==> src/bsa_defines.svh <==
`ifndef BSA_DEFINES_SVH
`define BSA_DEFINES_SVH

// APB register map (byte addresses)
`define BSA_ADDR_W       8
`define BSA_OFF_CMD      8'h00
`define BSA_OFF_ACC      8'h04
`define BSA_OFF_STATUS   8'h08
`define BSA_OFF_WDOG     8'h0C
`define BSA_OFF_CTRL     8'h10
`define BSA_MEM_BASE     2'h1
`define BSA_MEM_DEPTH    16

// Command register fields
`define BSA_CMD_OP_LSB   0
`define BSA_CMD_OP_W     3
`define BSA_CMD_MA_LSB   8
`define BSA_CMD_MA_W     4

// Command codes
`define BSA_OP_BCD       3'h1
`define BSA_OP_SUB_MEM   3'h2
`define BSA_OP_SUB_ACC   3'h3
`define BSA_OP_ADD_MEM   3'h4
`define BSA_OP_ADD_ACC   3'h5
`define BSA_OP_HALT      3'h6

// Status register fields
`define BSA_ST_OVF       0
`define BSA_ST_HALF      1
`define BSA_ST_NIL       2
`define BSA_ST_SLEEP     3
`define BSA_ST_WDX       4
`define BSA_ST_W         5

// Control register fields
`define BSA_CTRL_WAKE    0
`define BSA_CTRL_WDCLR   1

// Decimal correction constants
`define BSA_BCD_LIMIT    4'h9
`define BSA_BCD_FIX      4'h6

// Watchdog sizes and accumulator and status reset values
`define BSA_PRESCALE_W   8
`define BSA_WDOG_W       8
`define BSA_RST_ACC      8'h00
`define BSA_RST_STATUS   5'h00

`endif

==> src/bsa_pkg.sv <==
package bsa_pkg;

  typedef enum logic [1:0]
  {
    BSA_RUN   = 2'b01,
    BSA_SLEEP = 2'b10
  } bsa_state_type;

  typedef logic [7:0] bsa_byte_type;

endpackage

==> src/bsa_datapath.sv <==
// Overview of operation
// (RULE1) Decimal correction adds six to the low nibble when it is above nine or half carry is set.
// (RULE2) Decimal correction adds six to the high nibble when it is above nine or overflow is set.
// (RULE3) Decimal correction adds 00H, 06H, 60H or 66H to the accumulator and stores it in memory.
// (RULE4) Decimal correction touches only the overflow flag, setting it when the sum passes 99.
// (RULE5) Subtract-one-in-place writes memory minus one back and updates only the nil flag.
// (RULE6) Subtract-one-to-accumulator loads memory minus one, keeps memory, updates only nil.
// (RULE7) Add-one-in-place writes memory plus one back and updates only the nil flag.
// (RULE8) Add-one-to-accumulator loads memory plus one, keeps memory, updates only nil.
// (RULE9) Power-down stops execution and the system clock while memory and registers hold.
// (RULE10) Power-down clears the watchdog counter and its prescaler.
// (RULE11) Power-down sets the sleep flag, clears the watchdog expired flag, nothing else.
// (RULE12) Increment and decrement wrap modulo 256 and nil is set exactly on a zero result.
// (RULE13) A carry out of the low-nibble correction reaches the high nibble before its test.
//
// Our own choices: the register offsets and register access over APB.
`timescale 1ns/1ps
`include "bsa_defines.svh"

module bsa_datapath #(
  parameter int PRE_W = `BSA_PRESCALE_W,
  parameter int WDOG_W = `BSA_WDOG_W
) (
  // Clock and reset
  input  wire logic                     pclk,
  input  wire logic                     presetn,
  // APB slave
  input  wire logic                     psel,
  input  wire logic                     penable,
  input  wire logic                     pwrite,
  input  wire logic [`BSA_ADDR_W-1:0]   paddr,
  input  wire logic [31:0]              pwdata,
  output logic      [31:0]              prdata,
  output logic                          pready,
  output logic                          pslverr,
  // Core status
  output logic                          sys_clk_en,
  output logic                          exec_halted
);
  import bsa_pkg::*;

  ////////////////////////////////////////////////////////////////////////////////
  // Functions

  function automatic logic [8:0] bcd_fix(input logic [7:0] a, input logic hc, input logic oc);
    logic [8:0] s;
    s = {1'b0, a};
    if ((a[3:0] > `BSA_BCD_LIMIT) || hc)
      s = s + {5'h00, `BSA_BCD_FIX};
    if ((s[7:4] > `BSA_BCD_LIMIT) || s[8] || oc)
      s = s + {1'b0, `BSA_BCD_FIX, 4'h0};
    bcd_fix = {oc | s[8], s[7:0]};
  endfunction

  function automatic logic hit(input logic [`BSA_ADDR_W-1:0] a, input logic [7:0] off);
    hit = (a == off);
  endfunction

  ////////////////////////////////////////////////////////////////////////////////
  // State

  bsa_state_type               state;
  bsa_state_type               next_state;
  bsa_byte_type                acc;
  bsa_byte_type                next_acc;
  logic [`BSA_ST_W-1:0]        flags;
  logic [`BSA_ST_W-1:0]        next_flags;
  logic [PRE_W-1:0]            pre;
  logic [PRE_W-1:0]            next_pre;
  logic [WDOG_W-1:0]           wdog;
  logic [WDOG_W-1:0]           next_wdog;
  logic [31:0]                 next_prdata;
  logic                        next_pready;
  logic                        next_pslverr;
  logic                        next_clk_en;
  logic                        next_halted;
  bsa_byte_type                mem [`BSA_MEM_DEPTH];
  logic                        mem_we;
  logic [`BSA_CMD_MA_W-1:0]    mem_wa;
  bsa_byte_type                mem_wd;

  logic                        is_mem;
  logic                        mapped;
  logic                        commit;
  logic                        exec;
  logic [`BSA_CMD_OP_W-1:0]    op;
  logic [`BSA_CMD_MA_W-1:0]    ma;
  bsa_byte_type                opnd;
  bsa_byte_type                inc_v;
  bsa_byte_type                sub_v;
  logic                        wd_clr;
  logic [8:0]                  bcd_v;
  logic [31:0]                 rd_v;

  ////////////////////////////////////////////////////////////////////////////////
  // Decode

  always_comb
  begin
    is_mem = (paddr[7:6] == `BSA_MEM_BASE);
    mapped = is_mem || hit(paddr, `BSA_OFF_CMD) || hit(paddr, `BSA_OFF_ACC)
             || hit(paddr, `BSA_OFF_STATUS) || hit(paddr, `BSA_OFF_WDOG)
             || hit(paddr, `BSA_OFF_CTRL);
    commit = psel && penable && pready && pwrite && !pslverr;
    op     = pwdata[`BSA_CMD_OP_LSB +: `BSA_CMD_OP_W];
    ma     = pwdata[`BSA_CMD_MA_LSB +: `BSA_CMD_MA_W];
    exec   = commit && hit(paddr, `BSA_OFF_CMD) && (state == BSA_RUN); // RULE9
    wd_clr = commit && hit(paddr, `BSA_OFF_CTRL) && pwdata[`BSA_CTRL_WDCLR];
    opnd   = mem[ma];
    inc_v  = opnd + 8'h01; // RULE12
    sub_v  = opnd - 8'h01; // RULE12
    bcd_v  = bcd_fix(acc, flags[`BSA_ST_HALF], flags[`BSA_ST_OVF]); // RULE13
    rd_v   = 32'h0000_0000;
    if (is_mem)
      rd_v = {24'h00_0000, mem[paddr[5:2]]};
    else if (hit(paddr, `BSA_OFF_ACC))
      rd_v = {24'h00_0000, acc};
    else if (hit(paddr, `BSA_OFF_STATUS))
      rd_v = {27'h000_0000, flags};
    else if (hit(paddr, `BSA_OFF_WDOG))
      rd_v = 32'(wdog);
    else if (hit(paddr, `BSA_OFF_CTRL))
      rd_v = {30'h0000_0000, 1'b0, state == BSA_SLEEP};
  end

  ////////////////////////////////////////////////////////////////////////////////
  // Next state

  always_comb
  begin
    next_state   = state;
    next_acc     = acc;
    next_flags   = flags;
    next_pre     = pre;
    next_wdog    = wdog;
    next_prdata  = prdata;
    next_pready  = 1'b0;
    next_pslverr = 1'b0;
    mem_we       = 1'b0;
    mem_wa       = ma;
    mem_wd       = 8'h00;
    if (psel && penable && !pready)
    begin
      next_pready  = 1'b1;
      next_pslverr = !mapped;
      next_prdata  = pwrite ? 32'h0000_0000 : rd_v;
    end
    if (commit)
    begin
      if (is_mem)
      begin
        mem_we = 1'b1;
        mem_wa = paddr[5:2];
        mem_wd = pwdata[7:0];
      end
      if (hit(paddr, `BSA_OFF_ACC))
        next_acc = pwdata[7:0];
      if (hit(paddr, `BSA_OFF_STATUS))
        next_flags = pwdata[`BSA_ST_W-1:0];
      if (hit(paddr, `BSA_OFF_CTRL))
      begin
        if (pwdata[`BSA_CTRL_WAKE])
          next_state = BSA_RUN;
        if (pwdata[`BSA_CTRL_WDCLR])
        begin
          next_pre                = '0;
          next_wdog               = '0;
          next_flags[`BSA_ST_WDX] = 1'b0;
          next_flags[`BSA_ST_SLEEP] = 1'b0;
        end
      end
    end
    if (state == BSA_RUN)
    begin
      if (!wd_clr)
      begin
        next_pre = pre + 1'b1;
        if (&pre)
          next_wdog = wdog + 1'b1;
      end
      if (&pre && &wdog)
        next_flags[`BSA_ST_WDX] = 1'b1;
    end
    if (exec)
    begin
      unique case (op)
        `BSA_OP_BCD:
        begin
          mem_we                  = 1'b1; // RULE3
          mem_wd                  = bcd_v[7:0]; // RULE1 RULE2 RULE3
          next_flags[`BSA_ST_OVF] = bcd_v[8]; // RULE4
        end
        `BSA_OP_SUB_MEM:
        begin
          mem_we                  = 1'b1; // RULE5
          mem_wd                  = sub_v; // RULE5
          next_flags[`BSA_ST_NIL] = (sub_v == 8'h00); // RULE5 RULE12
        end
        `BSA_OP_SUB_ACC:
        begin
          next_acc                = sub_v; // RULE6
          next_flags[`BSA_ST_NIL] = (sub_v == 8'h00); // RULE6 RULE12
        end
        `BSA_OP_ADD_MEM:
        begin
          mem_we                  = 1'b1; // RULE7
          mem_wd                  = inc_v; // RULE7
          next_flags[`BSA_ST_NIL] = (inc_v == 8'h00); // RULE7 RULE12
        end
        `BSA_OP_ADD_ACC:
        begin
          next_acc                = inc_v; // RULE8
          next_flags[`BSA_ST_NIL] = (inc_v == 8'h00); // RULE8 RULE12
        end
        `BSA_OP_HALT:
        begin
          next_state                = BSA_SLEEP; // RULE9
          next_pre                  = '0; // RULE10
          next_wdog                 = '0; // RULE10
          next_flags[`BSA_ST_SLEEP] = 1'b1; // RULE11
          next_flags[`BSA_ST_WDX]   = 1'b0; // RULE11
        end
        default:
        begin
          next_state = state;
        end
      endcase
    end
    next_clk_en = (next_state == BSA_RUN); // RULE9
    next_halted = (next_state == BSA_SLEEP);
  end

  ////////////////////////////////////////////////////////////////////////////////
  // Registers

  always_ff @(posedge pclk or negedge presetn)
  begin
    if (!presetn)
    begin
      state       <= BSA_RUN;
      acc         <= `BSA_RST_ACC;
      flags       <= `BSA_RST_STATUS;
      pre         <= '0;
      wdog        <= '0;
      prdata      <= 32'h0000_0000;
      pready      <= 1'b0;
      pslverr     <= 1'b0;
      sys_clk_en  <= 1'b1;
      exec_halted <= 1'b0;
    end
    else
    begin
      state       <= next_state;
      acc         <= next_acc;
      flags       <= next_flags;
      pre         <= next_pre;
      wdog        <= next_wdog;
      prdata      <= next_prdata;
      pready      <= next_pready;
      pslverr     <= next_pslverr;
      sys_clk_en  <= next_clk_en;
      exec_halted <= next_halted;
    end
  end

  always_ff @(posedge pclk)
  begin
    if (mem_we)
      mem[mem_wa] <= mem_wd;
  end
endmodule

==> config.mk <==
export PLATFORM = sky130hd
export DESIGN_NAME = bsa_datapath
export DESIGN_NICKNAME = d
export VERILOG_FILES = /design/src/bsa_pkg.sv /design/src/bsa_datapath.sv
export VERILOG_INCLUDE_DIRS = /design/src /design/src/src
export SDC_FILE = /design/constraint.sdc
export NUM_CORES = 1
export LEC_CHECK = 0
export BUFFER_PORTS_ARGS = -buffer_cell sky130_fd_sc_hd__buf_2
export CAP_MARGIN = 20
export CORE_MARGIN = 3
export CORE_UTILIZATION = 43
export DETAILED_ROUTE_END_ITERATION = 8
export HOLD_SLACK_MARGIN = 0.03
export REMOVE_ABC_BUFFERS = 1
export SYNTH_ARGS = -nofsm -noshare
export SYNTH_HDL_FRONTEND = slang
export SYNTH_SLANG_ARGS = --single-unit
==> constraint.sdc <==
create_clock -name pclk -period 4.3 [get_ports pclk]
set_input_delay 0 -clock pclk [delete_from_list [all_inputs] [get_ports pclk]]
set_output_delay 0 -clock pclk [all_outputs]
set_load 0.03 [all_outputs]
# Yosys cells after proc, flatten, opt, wreduce, memory -nomap -nowiden
# Memories as Yosys holds them, arrays and structs flattened.
# Index checks and enable logic that the tools add are counted.
# word_totals
ff_bits	67
ram_bits	128
in_bits	45
memories	1
# memory_table
memory	words	width	read_ports	rd_ports_with_merged_regs	write_ports	line_no	rtl
mem	16	8	2	0	1	bsa_datapath.sv:77	bsa_byte_type mem [`BSA_MEM_DEPTH];
# op_classes
add_sub_neg	6
magnitude_cmp	2
eq_ne	15
n_mux	57
bitwise_logic	1
reduce_logical	31
# op_table
op	n
8-bit two-way mux	25
32-bit two-way mux	1
8-bit by 1-bit adder with 8-bit output, second input constant	3
8-bit logical NOT	3
8-bit one-hot mux with 3 select lines	1
9-bit two-way mux	2
8-bit by 4-bit equality test with 1-bit output, second input constant	2
8-bit one-hot mux with 2 select lines	1
8-bit AND reduction	2
2-bit two-way mux	7
1-bit two-way mux	13
1-bit logical AND	10
5-bit two-way mux	2
8-bit by 3-bit adder with 9-bit output, second input constant	1
9-bit by 7-bit adder with 9-bit output, second input constant	1
3-bit equality test, second input constant	3
8-bit by 3-bit equality test with 1-bit output, second input constant	1
8-bit by 5-bit equality test with 1-bit output, second input constant	1
4-bit > comparator, second input constant	2
1-bit logical OR	8
4-bit two-way mux	2
8-bit by 1-bit subtractor with 8-bit output, second input constant	1
2-bit by 1-bit equality test with 1-bit output, second input constant	3
3-bit by 2-bit equality test with 1-bit output, second input constant	2
11 further kinds	15

# Depth between registers and ports, before layout
# logic_depth
ltp_word	10
depth_mapped	12
depth_no_buf	9

# Worst setup path before layout
# OpenSTA, ideal clock, no wires.
# synth_timing
path_kind	flip-flop to flip-flop
from	reg acc[1]
to	mem mem[0][5] (netlist bit), data pin
setup_ns	0.284
arrival_time_ns	2.831
required_time_ns	4.016
path_slack_ns	1.186
path_stages_with_launch	10
n_path_buf	0
synth_period_minus_slack_ns	3.114
path_cell_list	dfrtp_1 inv_1 ha_1 nor4bb_1 mux2_2 a221oi_1 xnor2_1 nor2_1 a211oi_1 o21ai_1
# synth_via
elab_chain_cells	9
word_cells_on_any_way	11
# synth_lines
element	line_no	rtl
start: declaration	bsa_datapath.sv:64	bsa_byte_type acc;
start signal: assignment	bsa_datapath.sv:241	acc <= `BSA_RST_ACC;
start signal: assignment	bsa_datapath.sv:254	acc <= next_acc;
branches (longest 2 deep; another with 8-bit by 3-bit adder with 9-bit output)	--	
9-bit two-way mux *	bsa_datapath.sv:48	if ((a[3:0] > `BSA_BCD_LIMIT) || hc)
branches (longest 3 deep; another with 9-bit by 7-bit adder with 9-bit output)	--	
9-bit two-way mux *	bsa_datapath.sv:50	if ((s[7:4] > `BSA_BCD_LIMIT) || s[8] || oc)
8-bit one-hot mux with 3 select lines *	bsa_datapath.sv:186	unique case (op)
8-bit two-way mux *	bsa_datapath.sv:184	if (exec)
net mem_wd[5]	bsa_datapath.sv:80	bsa_byte_type mem_wd;
end: declaration	bsa_datapath.sv:77	
# Mark *: on every way through the listed nets, which the timed path passes.

# Worst setup path after layout
# layout_timing
from	reg acc[2]
to	mem mem[6][5] (netlist bit), data pin
# The elaborated chain is that of the path after synthesis.

==> out/summary.txt <==
Num ports - 81
Post-placement setup slack - 0.6533 ns
Overall via count from detail_route - 6347
Number of gates resized after CTS - 0
Area Overhead vs Synth - 10.77%
Final Setup Violations - 0
Sequential Area - 0.004922 mm2
Areal power density over the cells - 334.0 mW/mm2
Nets - 800
Worst hold path class - input port to flop
CTS tree - done
Wire length of the first global-routing pass - 38.41 mm
Total die area - 0.02407 mm2
Slowest cell on the critical path - o21ai_1
Post-Route M1 WL - 10.13 mm
Total wire length after detailed routing - 25.22 mm
Category of the most critical setup path - flop to flop
Average cell area after synthesis - 13.84 um2
Clk sink count - 171
Cell area after synthesis - 0.009564 mm2
Routability-driven placement congestion ratio - 0.8925
Via count of the first global-routing pass - 6340
Run status - finished, final reports clean
Min Tclk post-route - 3.649 ns
Maximum frequency from static timing analysis - 274.1 MHz
Async set-or-reset flop fraction in the synthesized netlist - 0.2515
DR pass1 iterations - 5
Synthesis warning total - 0
Leakage power - 4.233 nW
Worst rel slew slack - 0.3405
Cell count after synthesis - 691
Count of antenna diodes in the layout - 0
Period utilisation layout - 0.8485
Commonest cells after routing, fill and taps aside - edfxtp_1, nor2_1, mux4_2
CP peak stage delay - 0.77 ns
Final worst hold slack - 0.05673 ns
Core ar. - 0.02142 mm2
DRC viols - 0
Clock tree root buffer cell - clkbuf_16
Total congestion overflow after global routing - 0
Maximum fanout encountered on the critical timing path - 16
Worst reg2reg path depth - 10
Routed wire per std cell - 24.43 um
CTS clk-pin slew, worst paths - 0.07 ns
Kind of end point of the critical path - flop
Pin count of the biggest net entering global routing - 44
Initial standard-cell utilization of the core - 0.4465
Clock skew after layout - 0.01353 ns
Remaining antenna violation count - 0
Antenna violations before repair - 0
Met3 wire len - 2.015 mm
Top routing layer in use - met4
Insertion delay of the later-clocked pin in the worst-skew pair - 0.44 ns
Cell variety after synth - 71
Layout filler cell count - 1838
Post-cts hold buffer count - 8
Post-layout instance area - 0.01059 mm2
Dominant register cell in the synthesized netlist - edfxtp_1
Overall track demand over capacity in global routing - 0.2140
Sequential cell area fraction in the yosys report - 0.5147
Critical path required time - 4.40 ns
Number of storage elements in the synthesis netlist - 171
Cell chain of the critical path - inv_1 -> ha_1 -> nor4bb_1 -> buf_4 -> mux2_2 -> a221oi_1 -> xnor2_1 -> nor2_1 -> a211oi_1 -> o21ai_1
Setup repair after global routing missed its margin - no
Max capacitance violation total - 0
Number of buffers added by the clock tree synthesis step - 17
Type of element launching the critical path - flop
Placed instance area - 0.009915 mm2
Worst setup margin - 0.6513 ns
Detail Placement HPWL - 17.58 mm
Layout cells sized above 1 - 0.2391
Horizontal die dimension - 155.1 um
Commonest non-fill, non-tap cell in the layout - edfxtp_1
Count of flip-flops with a built-in enable after synthesis - 128
Placement row count - 53
Worst VDD drop - 0.2417 mV
Post-CTS setup buffer count - 0
Met2 Routed Length - 12.44 mm
Count of endpoints failing hold in the final timing report - 0
Worst-margin pin slew - 0.9827 ns
Area of the multi-input gates - 0.004213 mm2
Clk buf depth - 2
Signal arrival time at the worst endpoint - 3.75 ns
DR vias/cell - 6.150
Final number of max-transition violations - 0
Hold Path Stages - 3
Port-buffer cells - 36
Die Span Y - 155.1 um
Maximum level of the CTS H-tree - 4
Initial DRC count - 668
Total Neg Setup Slack - 0 ns
==> cell usage after synthesis, types with 7 or more instances <==
| cell | instances | area [um2] |
|---|---|---|
| xnor2_1 | 15 | 131.4 |
| nor2b_1 | 9 | 56.30 |
| clkbuf_1 | 27 | 101.4 |
| buf_4 | 25 | 187.7 |
| nand2_1 | 49 | 183.9 |
| edfxtp_1 | 128 | 3844 |
| a22o_1 | 11 | 96.34 |
| mux4_2 | 54 | 1216 |
| nor2_1 | 62 | 232.7 |
| a22oi_1 | 22 | 165.2 |
| nand4_1 | 7 | 43.79 |
| and3_1 | 7 | 43.79 |
| mux2_2 | 7 | 78.83 |
| nand3_1 | 15 | 75.07 |
| a21oi_1 | 14 | 70.07 |
| o21ai_0 | 19 | 95.09 |
| ha_1 | 10 | 125.1 |
| mux4_1 | 18 | 473.0 |
| mux2i_1 | 17 | 170.2 |
| inv_1 | 9 | 33.78 |
| dfrtp_1 | 41 | 1026 |
| xor2_1 | 17 | 148.9 |
| nor3_1 | 10 | 50.05 |
==> final cells by class <==
cell class	count	area share
well taps	275	0.03248
clock inverters	12	0.01216
clock buffers	19	0.04086
inverters	10	0.003543
flip-flops and latches	171	0.4646
multi-input cells	469	0.3977
repair buffers	76	0.04866
==> registers in the layout (all words and copies together), names as in the netlist <==
signal,cells
pre,8
acc,8
prdata,8
pready,1
state,2
wdog,8
flags,5
sys_clk_en,1
mem,128
pslverr,1
exec_halted,1
==> report_power, final <==
group | switching, mW | total [mW] | internal [mW] | leakage [nW]
Sequential | 0.0156 | 1.79 | 1.78 | 1.96
Clock | 0.674 | 1.49 | 0.813 | 0.271
Combinational | 0.169 | 0.259 | 0.0897 | 2.00
==> metal layers <==
| metal | global-route usage | vias up |
|---|---|---|
| met5 | 0 | - |
| met4 | 0.07401 | 0 |
| met3 | 0.03700 | 45 |
| met2 | 0.3527 | 324 |
| met1 | 0.2890 | 3196 |
| li1 | - | 2782 |
==> worst paths after layout <==
kind	startpoint	endpoint	slack, ns
max in group asynchronous	presetn	sys_clk_en$_DFF_PN1_	3.36
min in group asynchronous	presetn	acc[3]$_DFF_PN0_	0.45
min reg2reg	prdata[0]$_DFFE_PN0P_	prdata[0]$_DFFE_PN0P_	0.51
max	acc[2]$_DFF_PN0_	mem[6][5]$_DFFE_PP_	0.65
min	pwrite	prdata[0]$_DFFE_PN0P_	0.06
max reg2reg	acc[2]$_DFF_PN0_	mem[6][5]$_DFFE_PP_	0.65
==> critical path: cells and delay by family (launching register included) <==
family,cells,cell delay (ns)
buffers and inverters,2,0.29
DFF,1,0.46
muxes,1,0.33
and+or+nand+nor,2,0.46
AOI/OAI and AO/OA,3,1.37
xor gates and xnor gates,1,0.17
adders and majority gates,1,0.22
==> kinds of logic after synthesis <==
kind of cell,synth area share
compound gates,0.07745
flops,0.5147
fa+ha+maj,0.01308
buf+inv,0.05390
xor+xnor,0.03101
other cells,0.0003921
simple gates,0.1069
mux,0.2026
==> stage by stage <==
| stage | instances | power [mW] | utilization |
|---|---|---|---|
| 6_report | 1032 | 3.538 | 0.4946 |
| 5_1_grt | 1032 | 3.658 | 0.4946 |
| 4_1_cts | 1029 | 3.557 | 0.4928 |
| 3_5_place_dp | 990 | 2.074 | 0.4629 |
| 3_3_place_gp | 990 | 2.069 | 0.4629 |
| 2_1_floorplan | 650 | 1.959 | - |
Power figures use the tool's default switching activity.
